===== config.mk =====
export PLATFORM = sky130hd
export DESIGN_NAME = pscl_ctrl
export DESIGN_NICKNAME = d
export VERILOG_FILES = /design/src/core/pscl_pkg.sv /design/src/core/pscl_ctrl.sv /design/src/core/pscl_latch_encode.sv
export VERILOG_INCLUDE_DIRS = /design/src /design/src/core
export SDC_FILE = /design/constraint.sdc
export NUM_CORES = 1
export LEC_CHECK = 0
export BUFFER_PORTS_ARGS = -buffer_cell sky130_fd_sc_hd__clkbuf_2
export CAP_MARGIN = 20
export CORE_MARGIN = 2
export CORE_UTILIZATION = 57
export DETAILED_ROUTE_END_ITERATION = 10
export PLACE_DENSITY = 0.79
export SLEW_MARGIN = 30
export SYNTH_ARGS = -nofsm -noshare
export SYNTH_HDL_FRONTEND = slang
export SYNTH_HIERARCHICAL = 1
export SYNTH_SLANG_ARGS = --single-unit

===== constraint.sdc =====
create_clock -name clock -period 2.95 [get_ports clock]
set_input_delay 0.4425 -clock clock [delete_from_list [all_inputs] [get_ports clock]]
set_output_delay 0.4425 -clock clock [all_outputs]
set_load 0.005 [all_outputs]

===== src/core/pscl_defs.svh =====
// offsets, latch bit positions and timing counts for the filter drive latch controller
// How it works
// (RULE1) write 77h loads latch; read F7h checks option
// (RULE2) latch takes all eight bits on strobe end
// (RULE3) option fitted when data bit 4 reads low
// (RULE4) only data bit 4 driven during option read
// (RULE5) gain bit high unity, low gain three
// (RULE6) select gain three in bands 4 and 5
// (RULE7) drive enable bit high connects coil driver
// (RULE8) drop drive enable when unused or degaussing
// (RULE9) sweep inject bit set for narrow-coil spans
// (RULE10) filter path bit high low-pass, low tracking
// (RULE11) output filter bit low unless filter swept
// (RULE12) negative offset bit high adds minus 829 MHz
// (RULE13) positive offset bit high adds plus 829 MHz
// (RULE14) never both offset bits set together
// (RULE15) both offset bits clear for 2072 MHz IF
// (RULE16) filter path change fires about 100 ms pulse
`ifndef PSCL_DEFS_SVH
`define PSCL_DEFS_SVH
`define PSCL_ADDR_LATCH      8'h77
`define PSCL_ADDR_OPTION     8'hF7
`define PSCL_BIT_GAIN        0
`define PSCL_BIT_DRIVE_EN    2
`define PSCL_BIT_SWEEP_INJ   3
`define PSCL_BIT_FILT_PATH   4
`define PSCL_BIT_OUT_FILT    5
`define PSCL_BIT_NEG_IF      6
`define PSCL_BIT_POS_IF      7
`define PSCL_BIT_OPTION_FLAG 4
`define PSCL_LATCH_DEFAULT   8'h20
`define PSCL_CLK_MHZ         250
`define PSCL_T_SETUP_NS      8
`define PSCL_N_SETUP         ((`PSCL_T_SETUP_NS * `PSCL_CLK_MHZ + 999) / 1000)
`define PSCL_T_STROBE_NS     40
`define PSCL_N_STROBE        ((`PSCL_T_STROBE_NS * `PSCL_CLK_MHZ + 999) / 1000)
`define PSCL_T_RELAY_MS      100
`define PSCL_N_RELAY         (`PSCL_T_RELAY_MS * `PSCL_CLK_MHZ * 1000)
`endif


===== src/core/pscl_pkg.sv =====
// types shared by the filter drive latch controller
package pscl_pkg;
  // bus cycle sequencer states
  typedef enum logic [2:0] {PSCL_IDLE, PSCL_SETUP, PSCL_STROBE, PSCL_HOLD, PSCL_DONE} pscl_state_t;
  // band choices the user asks for
  typedef enum logic [2:0] {PSCL_BAND1, PSCL_BAND2, PSCL_BAND3, PSCL_BAND4, PSCL_BAND5} pscl_band_t;
endpackage


===== src/core/pscl_ctrl.sv =====
// bus master that writes the filter drive latch and probes option presence
`timescale 1ns/10ps
`include "pscl_defs.svh"
module pscl_ctrl
#(
  parameter int RELAY_CYCLES = `PSCL_N_RELAY
)
(
  input  wire logic       clock,
  input  wire logic       rst,
  // user side
  input  wire logic       applyReq,
  input  wire logic [2:0] band,
  input  wire logic       filterUsed,
  input  wire logic       degauss,
  input  wire logic       narrowSpan,
  input  wire logic       filterSwept,
  input  wire logic       lowPass,
  input  wire logic       probeReq,
  output logic            busy,
  output logic            doneOut,
  output logic            optionFitted,
  output logic            optionValid,
  output logic            relayPulse,
  // device bus
  output logic      [7:0] busAddr,
  output logic      [7:0] busDataOut,
  output logic            busDataOe,
  input  wire logic [7:0] busDataIn,
  output logic            busWrStrobe_n,
  output logic            busRdStrobe_n
);
  localparam int NSET = `PSCL_N_SETUP;
  localparam int NSTB = `PSCL_N_STROBE;

  pscl_pkg::pscl_state_t state_ff;       // sequencer state
  logic [7:0]            cnt_ff;         // phase counter
  logic                  isRead_ff;      // current cycle is a probe
  logic [7:0]            latchByte;      // encoded byte
  logic [7:0]            busAddr_ff;     // address register
  logic [7:0]            busData_ff;     // write data register
  logic                  busOe_ff;       // data drive enable
  logic                  wrN_ff;         // write strobe, active low
  logic                  rdN_ff;         // read strobe, active low
  logic                  done_ff;        // done pulse
  logic                  optFit_ff;      // option fitted
  logic                  optVal_ff;      // option result valid
  logic                  d4Sync1_ff;     // option line synchroniser first stage
  logic                  d4Sync2_ff;     // option line synchroniser second stage
  logic                  lastPath_ff;    // filter path last written
  logic                  pathKnown_ff;   // a path has been written
  logic [31:0]           relayCnt_ff;    // relay pulse timer
  logic                  relay_ff;       // relay pulse output
  logic                  busy_ff;        // a bus cycle is running
  logic                  wrEdge;         // this edge raises the write strobe

  //////////////////////////////////////////////////////////////////////////////
  // encoder for the latch byte
  pscl_latch_encode u_enc
  (
    .band        (band),
    .filterUsed  (filterUsed),
    .degauss     (degauss),
    .narrowSpan  (narrowSpan),
    .filterSwept (filterSwept),
    .lowPass     (lowPass),
    .latchByte   (latchByte)
  );

  //////////////////////////////////////////////////////////////////////////////
  // bus cycle sequencer: setup, strobe low, strobe rise, hold
  always_ff @(posedge clock or posedge rst)
  begin
    if (rst)
    begin
      state_ff   <= pscl_pkg::PSCL_IDLE;
      cnt_ff     <= 8'h00;
      isRead_ff  <= 1'b0;
      busAddr_ff <= 8'h00;
      busData_ff <= 8'h00;
      busOe_ff   <= 1'b0;
      wrN_ff     <= 1'b1;
      rdN_ff     <= 1'b1;
      done_ff    <= 1'b0;
      busy_ff    <= 1'b0;
    end
    else
    begin
      done_ff <= 1'b0;
      case (state_ff)
        pscl_pkg::PSCL_IDLE:
        begin
          // writes take priority over probes
          if (applyReq)
          begin
            busAddr_ff <= `PSCL_ADDR_LATCH; // RULE1
            busData_ff <= latchByte; // RULE2
            busOe_ff   <= 1'b1;
            busy_ff    <= 1'b1;
            isRead_ff  <= 1'b0;
            cnt_ff     <= 8'h00;
            state_ff   <= pscl_pkg::PSCL_SETUP;
          end
          else if (probeReq)
          begin
            busAddr_ff <= `PSCL_ADDR_OPTION; // RULE1
            busOe_ff   <= 1'b0; // RULE4
            busy_ff    <= 1'b1;
            isRead_ff  <= 1'b1;
            cnt_ff     <= 8'h00;
            state_ff   <= pscl_pkg::PSCL_SETUP;
          end
        end
        pscl_pkg::PSCL_SETUP:
        begin
          // address and data settle before the strobe
          if (cnt_ff == 8'(NSET - 1))
          begin
            cnt_ff   <= 8'h00;
            wrN_ff   <= isRead_ff;
            rdN_ff   <= !isRead_ff;
            state_ff <= pscl_pkg::PSCL_STROBE;
          end
          else
            cnt_ff <= cnt_ff + 8'h01;
        end
        pscl_pkg::PSCL_STROBE:
        begin
          // strobe rise is the latch edge; data still held
          if (cnt_ff == 8'(NSTB - 1))
          begin
            cnt_ff   <= 8'h00;
            wrN_ff   <= 1'b1; // RULE2
            rdN_ff   <= 1'b1;
            state_ff <= pscl_pkg::PSCL_HOLD;
          end
          else
            cnt_ff <= cnt_ff + 8'h01;
        end
        pscl_pkg::PSCL_HOLD:
        begin
          // one setup time of hold, then release the bus
          if (cnt_ff == 8'(NSET - 1))
          begin
            busOe_ff <= 1'b0;
            state_ff <= pscl_pkg::PSCL_DONE;
          end
          else
            cnt_ff <= cnt_ff + 8'h01;
        end
        pscl_pkg::PSCL_DONE:
        begin
          // one cycle only: pulse done, clear busy and return to idle
          done_ff  <= 1'b1;
          busy_ff  <= 1'b0;
          state_ff <= pscl_pkg::PSCL_IDLE;
        end
        default:
        begin
          // stray state: drop back to idle, not busy
          busy_ff  <= 1'b0;
          state_ff <= pscl_pkg::PSCL_IDLE;
        end
      endcase
    end
  end

  //////////////////////////////////////////////////////////////////////////////
  // option line synchroniser
  always_ff @(posedge clock or posedge rst)
  begin
    if (rst)
    begin
      d4Sync1_ff <= 1'b1;
      d4Sync2_ff <= 1'b1;
    end
    else
    begin
      d4Sync1_ff <= busDataIn[`PSCL_BIT_OPTION_FLAG];
      d4Sync2_ff <= d4Sync1_ff;
    end
  end

  //////////////////////////////////////////////////////////////////////////////
  // option result: sampled at end of read strobe, low means fitted
  always_ff @(posedge clock or posedge rst)
  begin
    if (rst)
    begin
      optFit_ff <= 1'b0;
      optVal_ff <= 1'b0;
    end
    else if (isRead_ff && (state_ff == pscl_pkg::PSCL_STROBE) && (cnt_ff == 8'(NSTB - 1)))
    begin
      optFit_ff <= !d4Sync2_ff; // RULE3
      optVal_ff <= 1'b1;
    end
  end

  //////////////////////////////////////////////////////////////////////////////
  // relay pulse timer, retriggered by a written change of filter path
  // the write edge is the same edge at which the device latches the byte
  assign wrEdge = !isRead_ff && (state_ff == pscl_pkg::PSCL_STROBE) && (cnt_ff == 8'(NSTB - 1));

  // a write that keeps the path must not stall the running countdown
  always_ff @(posedge clock or posedge rst)
  begin
    if (rst)
    begin
      lastPath_ff  <= 1'b0;
      pathKnown_ff <= 1'b0;
      relayCnt_ff  <= 32'h00000000;
      relay_ff     <= 1'b0;
    end
    else
    begin
      // remember the path that was written
      if (wrEdge)
      begin
        lastPath_ff  <= busData_ff[`PSCL_BIT_FILT_PATH];
        pathKnown_ff <= 1'b1;
      end
      // first or changed path reloads, otherwise count down
      if (wrEdge && (!pathKnown_ff || (busData_ff[`PSCL_BIT_FILT_PATH] != lastPath_ff)))
      begin
        relayCnt_ff <= 32'(RELAY_CYCLES); // RULE16
        relay_ff    <= 1'b1;
      end
      else if (relayCnt_ff > 32'h00000001)
        relayCnt_ff <= relayCnt_ff - 32'h00000001;
      else
      begin
        relayCnt_ff <= 32'h00000000;
        relay_ff    <= 1'b0; // RULE16
      end
    end
  end

  //////////////////////////////////////////////////////////////////////////////
  // outputs straight from flip-flops
  assign busAddr       = busAddr_ff;
  assign busDataOut    = busData_ff;
  assign busDataOe     = busOe_ff;
  assign busWrStrobe_n = wrN_ff;
  assign busRdStrobe_n = rdN_ff;
  assign busy          = busy_ff;
  assign doneOut       = done_ff;
  assign optionFitted  = optFit_ff;
  assign optionValid   = optVal_ff;
  assign relayPulse    = relay_ff;
endmodule


===== src/core/pscl_latch_encode.sv =====
// builds the latch byte from the user's operating settings
`timescale 1ns/10ps
`include "pscl_defs.svh"
module pscl_latch_encode
(
  input  wire logic [2:0] band,
  input  wire logic       filterUsed,
  input  wire logic       degauss,
  input  wire logic       narrowSpan,
  input  wire logic       filterSwept,
  input  wire logic       lowPass,
  output logic      [7:0] latchByte
);
  //////////////////////////////////////////////////////////////////////////////
  // combinational mapping of settings to bits
  always_comb
  begin
    latchByte = 8'h00;
    // bit 1 of the latch is unused, kept low
    latchByte[`PSCL_BIT_GAIN] = !((band == 3'(pscl_pkg::PSCL_BAND4)) || (band == 3'(pscl_pkg::PSCL_BAND5))); // RULE5 RULE6
    latchByte[`PSCL_BIT_DRIVE_EN] = filterUsed && !degauss; // RULE7 RULE8
    latchByte[`PSCL_BIT_SWEEP_INJ] = narrowSpan; // RULE9
    latchByte[`PSCL_BIT_FILT_PATH] = lowPass; // RULE10
    latchByte[`PSCL_BIT_OUT_FILT] = filterSwept; // RULE11
    // offsets: bands 2 and 4 minus, band 3 plus, band 5 none
    latchByte[`PSCL_BIT_NEG_IF] = (band == 3'(pscl_pkg::PSCL_BAND2)) || (band == 3'(pscl_pkg::PSCL_BAND4)); // RULE12 RULE14
    latchByte[`PSCL_BIT_POS_IF] = (band == 3'(pscl_pkg::PSCL_BAND3)); // RULE13 RULE14 RULE15
  end
endmodule


Yosys cells after proc, flatten, opt, wreduce, memory -nomap -nowiden --
Cells that the tools add are included. Widths: inputs -> output; s select.
Storage, ports and cells: input port bits 20, bits in registers 71, bits in writable memories 0, latch bits 0, ROM bits 0, memories kept 0, output and inout port bits 24, logic and storage cells 98
Cells by class: reduce and logical (&&, ||, !) cells 27, equality and inequality tests 17, divide/modulo/power cells 0, bitwise logic cells 1, muxes and demuxes 32, multipliers 0, order comparisons 1, shifts and indexed selects 0, $add $sub $neg 2
Operators with widths (number):
- $mux 32 | 2
- $mux 8 | 7
- $gt 32x1->1 const B | 1
- $pmux 8 s4 | 1
- $sub 32x1->32 const B | 1
- $mux 3 | 5
- $eq 3x2->1 const B | 4
- $mux 1 | 12
- $pmux 3 s4 | 1
- $ne 2x2->1 const B | 5
- $reduce_and 3->1 | 3
- $add 8x1->8 const B | 1
- $eq 8x1->1 const B | 1
- $eq 8x4->1 const B | 1
- $pmux 1 s2 | 4
- $eq 3x1->1 const B | 2
- $eq 3x3->1 const B | 2
- $logic_and 1x1->1 | 6
- $reduce_and 2->1 | 3
- $reduce_bool 2->1 | 3
- $logic_not 1->1 | 5
- $reduce_and 4->1 | 1
- $reduce_bool 4->1 | 1
- $logic_not 3->1 | 1
- 5 further kinds | 7

Longest topological paths before layout --
depth after elaboration 5, mapped depth 8, depth with buffers taken out 7

Modules after synthesis --
Netlist, hierarchy kept.
By module, submodules not included:
- pscl_ctrl | cells each 322, seq. area each 1631.6 µm², area an instance 3293.2 µm², instances 1
- pscl_latch_encode | cells each 10, seq. area each 0.0 µm², area an instance 77.6 µm², instances 1

Worst setup path after synthesis --
No wires, ideal clock.
path kind reg2reg, from register relayCnt_ff[14], to register relayCnt_ff[10], data arrival time 2002 ps, path slack 829 ps, path buffers 1, setup time 119 ps, clock period less this slack 2121 ps, data required time 2831 ps, stages on the path, launching flop included 7, path through dfrtp_1 > or3_4 > or4_4 > or4b_4 > nand2_4 > buf_8 > nor2_1
Between the ends: word-level cells in the longest chain between the ends 3
Ends and longest elaborated chain:
- start: declaration | line pscl_ctrl.sv:52 | logic [31:0] relayCnt_ff;
- start signal: assignment | line pscl_ctrl.sv:226 | relayCnt_ff <= 32'(RELAY_CYCLES);
- start signal: assignment | line pscl_ctrl.sv:230 | relayCnt_ff <= relayCnt_ff - 32'h00000001;
- $gt 32x1->1 | line pscl_ctrl.sv:229 | else if (relayCnt_ff > 32'h00000001)
- $mux 32 | line pscl_ctrl.sv:229
- $mux 32 | line pscl_ctrl.sv:224 | if (wrEdge && (!pathKnown_ff || (busData_ff[`PSCL_BIT_FILT_PATH] != lastPath_ff)))
Every way passes these cells. A chain may end at the register's enable or synchronous reset.

Worst setup path after layout --
from register cnt_ff[1], to register relayCnt_ff[23]
Between the ends: word-level cells in the longest chain between the ends 4
Ends and longest elaborated chain:
- start: declaration | line pscl_ctrl.sv:37 | logic [7:0] cnt_ff;
- start signal: assignment | line pscl_ctrl.sv:125 | cnt_ff <= cnt_ff + 8'h01;
- start signal: assignment | line pscl_ctrl.sv:138 | cnt_ff <= cnt_ff + 8'h01;
- start signal: assignment | line pscl_ctrl.sv:149 | cnt_ff <= cnt_ff + 8'h01;
- $eq 8x4->1 | line pscl_ctrl.sv:203 | assign wrEdge = !isRead_ff && (state_ff == pscl_pkg::PSCL_STROBE) && (cnt_ff == 8'(NSTB - 1));
- $logic_and 1x1->1 | line pscl_ctrl.sv:203
- $logic_and 1x1->1 | line pscl_ctrl.sv:224
- $mux 32 | line pscl_ctrl.sv:224
Every way passes these cells.

==> results.py <==
metrics = {
    "outcome": {
        "outcome": "completed",
    },
    "floorplanning": {
        "floorplan.die.width_um": 80.9,
        "io-pin-count": 44,
        "core_area_mm2": 0.00582,
        "rows": 28,
        "die_height_um": 80.9,
        "die_footprint_mm2": 0.00654,
        "floorplan.initialDensity_pct": 58.0,
    },
    "finish": {
        "layoutNonFillerInstCount": 444,
        "postLayoutCoreUtil_pct": 65.7,
        "nets": 388,
        "syn_to_final_growth_pct": 13.4,
        "drive_gt1_share_pct": 24.9,
        "antenna_cells": 0,
    },
    "cts": {
        "post_cts.resized_instances": 0,
        "clock_tree.htree_level_count": 3,
        "cts_max_path_buffers": 2,
        "number_of_buffers_added_by_the_clock_tree_synthesis_step": 9,
        "postCtsSetupBuffers": 0,
        "cts_sinks": 65,
        "tritoncts": "yes",
        "cts.reportedPaths.clkPinSlew_ps": 70,
        "cts_root_buffer": "clkbuf_8",
        "clock_insertion_delay_worst_skew_ps": 350,
        "holdBufCountCts": 0,
    },
    "hold_path": {
        "min_path_type": "input port to flop",
        "hold-path-endpoint": "d4Sync1_ff",
        "holdPathStages": 1,
        "holdCritStartpoint": "busDataIn[4]",
    },
    "routing": {
        "route.antenna.remaining_nets": 0,
        "first_iter_violations": 150,
        "wl_per_cell_um": 15.1,
        "routed_wl_um": 6700,
        "via_count": 2538,
        "route.detailed.vias_per_inst": 5.72,
        "drc": 0,
        "firstDrtPassIters": 4,
    },
    "setup_path": {
        "required_ps": 3170,
        "critPathArrivalTime_ps": 2820,
        "regToRegStartpoint": "cnt_ff[1]",
        "slowest_stage": "nor3_1",
        "timing.reg2reg.setup_slack_ps": 360,
        "crit_type": "flop to flop",
        "highest_cell_delay_on_the_worst_timing_path_ps": 490,
        "critical_path.cell_chain": "inv_1, ha_1, or4b_1, nor3_1, nand4b_1, nand2_4, nor2_1",
        "timing.rr.end": "relayCnt_ff[23]",
        "end_kind": "flop",
        "crit_path_max_fanout": 16,
        "reg2reg_depth": 7,
        "worstSetupStartpointType": "flop",
        "crit_start": "cnt_ff[1]",
    },
    "pwr": {
        "vdd_ir_drop_max_v": 0.000306,
        "cellLeakagePower_uw": 0.00198,
        "cellPowerDensity_mw_per_mm2": 515,
    },
    "logic_synthesis": {
        "main_area_contributors_after_synthesis": "dfrtp_1 (45%), nor2_1 (5.0%), xnor2_1 (4.4%)",
        "syn_nets": 356,
        "synth.lib_cells_used.distinct": 61,
        "yosysMostFrequentCell": "dfrtp_1",
        "post-synth-top-area-cell": "dfrtp_1",
        "ys.warnings.count": 6,
        "flops_latches_synth": 65,
        "synth-edff-count": 0,
        "syn_area_mm2": 0.00337,
        "netlist_instances": 332,
        "syn-mean-instance-area_um2": 10.2,
        "yosys_most_used_dff": "dfrtp_1",
        "synth-async-reset-ratio_pct": 100,
        "yosys.area.top_type_share_pct": 45.3,
        "yosysSeqAreaShare_pct": 48.4,
        "post_synth_most_frequent_cells": "dfrtp_1 (61), nor2_1 (45), nand2_1 (18), o21ai_0 (18), xnor2_1 (17)",
    },
    "sta": {
        "tns_ps": 0,
        "timing.final.ws_setup_ps": 356,
        "finalClockSkew_ps": 6.87,
        "grt_setup_unrepaired": "no",
        "finalMaxSlewViolations": 0,
        "setup-violations-final": 0,
        "finalCritPeriodShare_pct": 87.9,
        "headroom_to_the_max_slew_limit_pct": 47.4,
        "achievable-frequency_ghz": 0.385,
        "worst_pin_slew_ps": 789,
        "period_minus_slack_ps": 2590,
        "number_of_hold_violations_in_the_final_report": 0,
        "hold-worst-slack_ps": 175,
    },
    "place": {
        "placed_cells_incl_taps": 428,
        "dp_hpwl_um": 4500,
        "placer_s_final_routability_congestion_estimate": 0.807,
        "port_buffers": 35,
        "pre_cts_ws_ps": 428,
    },
    "global_routing": {
        "grt_pass1_vias": 2492,
        "largest_net_degree_at_the_start_of_global_routing": 66,
        "global_route.usage.total_pct": 23.5,
        "grt_overflow": 0,
        "antenna_violations_before_repair": 0,
        "first_pass_grt_wire_length_um": 11700,
    },
    "flow_run": {
        "cap_violations": 0,
    },
}
layer usage:
layer	vias up	GRT usage, %	part of all wire, %
met1	1245	30.7	44
met5	-	0	0
met4	0	9.49	1.5
met3	10	5.56	3.4
li1	1232	-	-
met2	51	37.9	51
worst max-delay path, delay by kind of cell (launching register included):
| kind | cells | cell delay, ps |
|---|---|---|
| and+or+nand+nor | 5 | 1830 |
| DFF | 1 | 400 |
| adders and majority gates | 1 | 160 |
| buffers and inverters | 1 | 80 |
where the power goes:
part / total (uW) / switching [uW] / internal [uW]
clock network: 1040 / 365 / 674
logic: 33.8 / 23.5 / 10.3
registers: 894 / 0.659 / 894
cell type report:
| class | instances | area [um2] |
|---|---|---|
| fillers | 486 | 1990 |
| flip-flops and latches | 65 | 1630 |
| multi-input cells | 242 | 1580 |
| repair buffers | 41 | 220 |
| clock buffers | 10 | 138 |
| clock inverters | 6 | 138 |
| well taps | 75 | 93.8 |
| inverters | 5 | 18.8 |
metrics by stage:
stage	instance area, um2	total power [uW]
floorplan	3370	934
global placement	3550	946
detailed placement	3550	947
CTS	3820	1980
global route	3820	2030
finish	3820	1970
kinds of logic after synthesis:
| family | Yosys count | synth area share (%) |
|---|---|---|
| fa+ha+maj | 4 | 1.48 |
| buf+inv | 25 | 4.68 |
| simple gates | 148 | 24.8 |
| flops | 65 | 48.4 |
| mux | 13 | 4.23 |
| other cells | 2 | 0.223 |
| xor+xnor | 25 | 6.50 |
| compound gates | 50 | 9.65 |
registers in the layout, indices dropped and copies added, names as in the netlist, 2 cells and up:
register / count
busAddr: 2
relayCnt_ff: 32
busDataOut: 8
cnt_ff: 8
state_ff: 3
placed cells by master, fill, tap and decap left out, drive strengths merged, types with 2 or more instances in the layout:
| cell type | n |
|---|---|
| dfrtp | 61 |
| nor2 | 45 |
| clkbuf | 45 |
| nand2 | 19 |
| o21ai | 19 |
| xnor2 | 17 |
| nor4 | 15 |
| nor3 | 13 |
| mux2 | 10 |
| xor2 | 8 |
| a21oi | 8 |
| nand2b | 6 |
| nand3 | 6 |
| buf | 6 |
| nor2b | 6 |
| nand4 | 6 |
| inv | 6 |
| or3 | 5 |
| o31ai | 4 |
| nor3b | 4 |
| nand4b | 4 |
| ha | 4 |
| dfstp | 4 |
| bufinv | 4 |
| and3 | 3 |
| a22o | 3 |
| mux2i | 3 |
| or2 | 3 |
| or4 | 3 |
| and2 | 3 |
| nor4b | 2 |
| a31oi | 2 |
| a2bb2oi | 2 |
| a21bo | 2 |
| conb | 2 |
| or4b | 2 |
| a21o | 2 |
how the worst max path moves through the flow:
stage	cells past startpoint	to
after floorplan	6	relayCnt_ff[10]
after global placement	7	relayCnt_ff[9]
after detailed placement	7	relayCnt_ff[23]
after CTS	7	relayCnt_ff[23]
after global routing	7	relayCnt_ff[23]
final	7	relayCnt_ff[23]
Note: power is estimated with default switching activity, not from simulation.
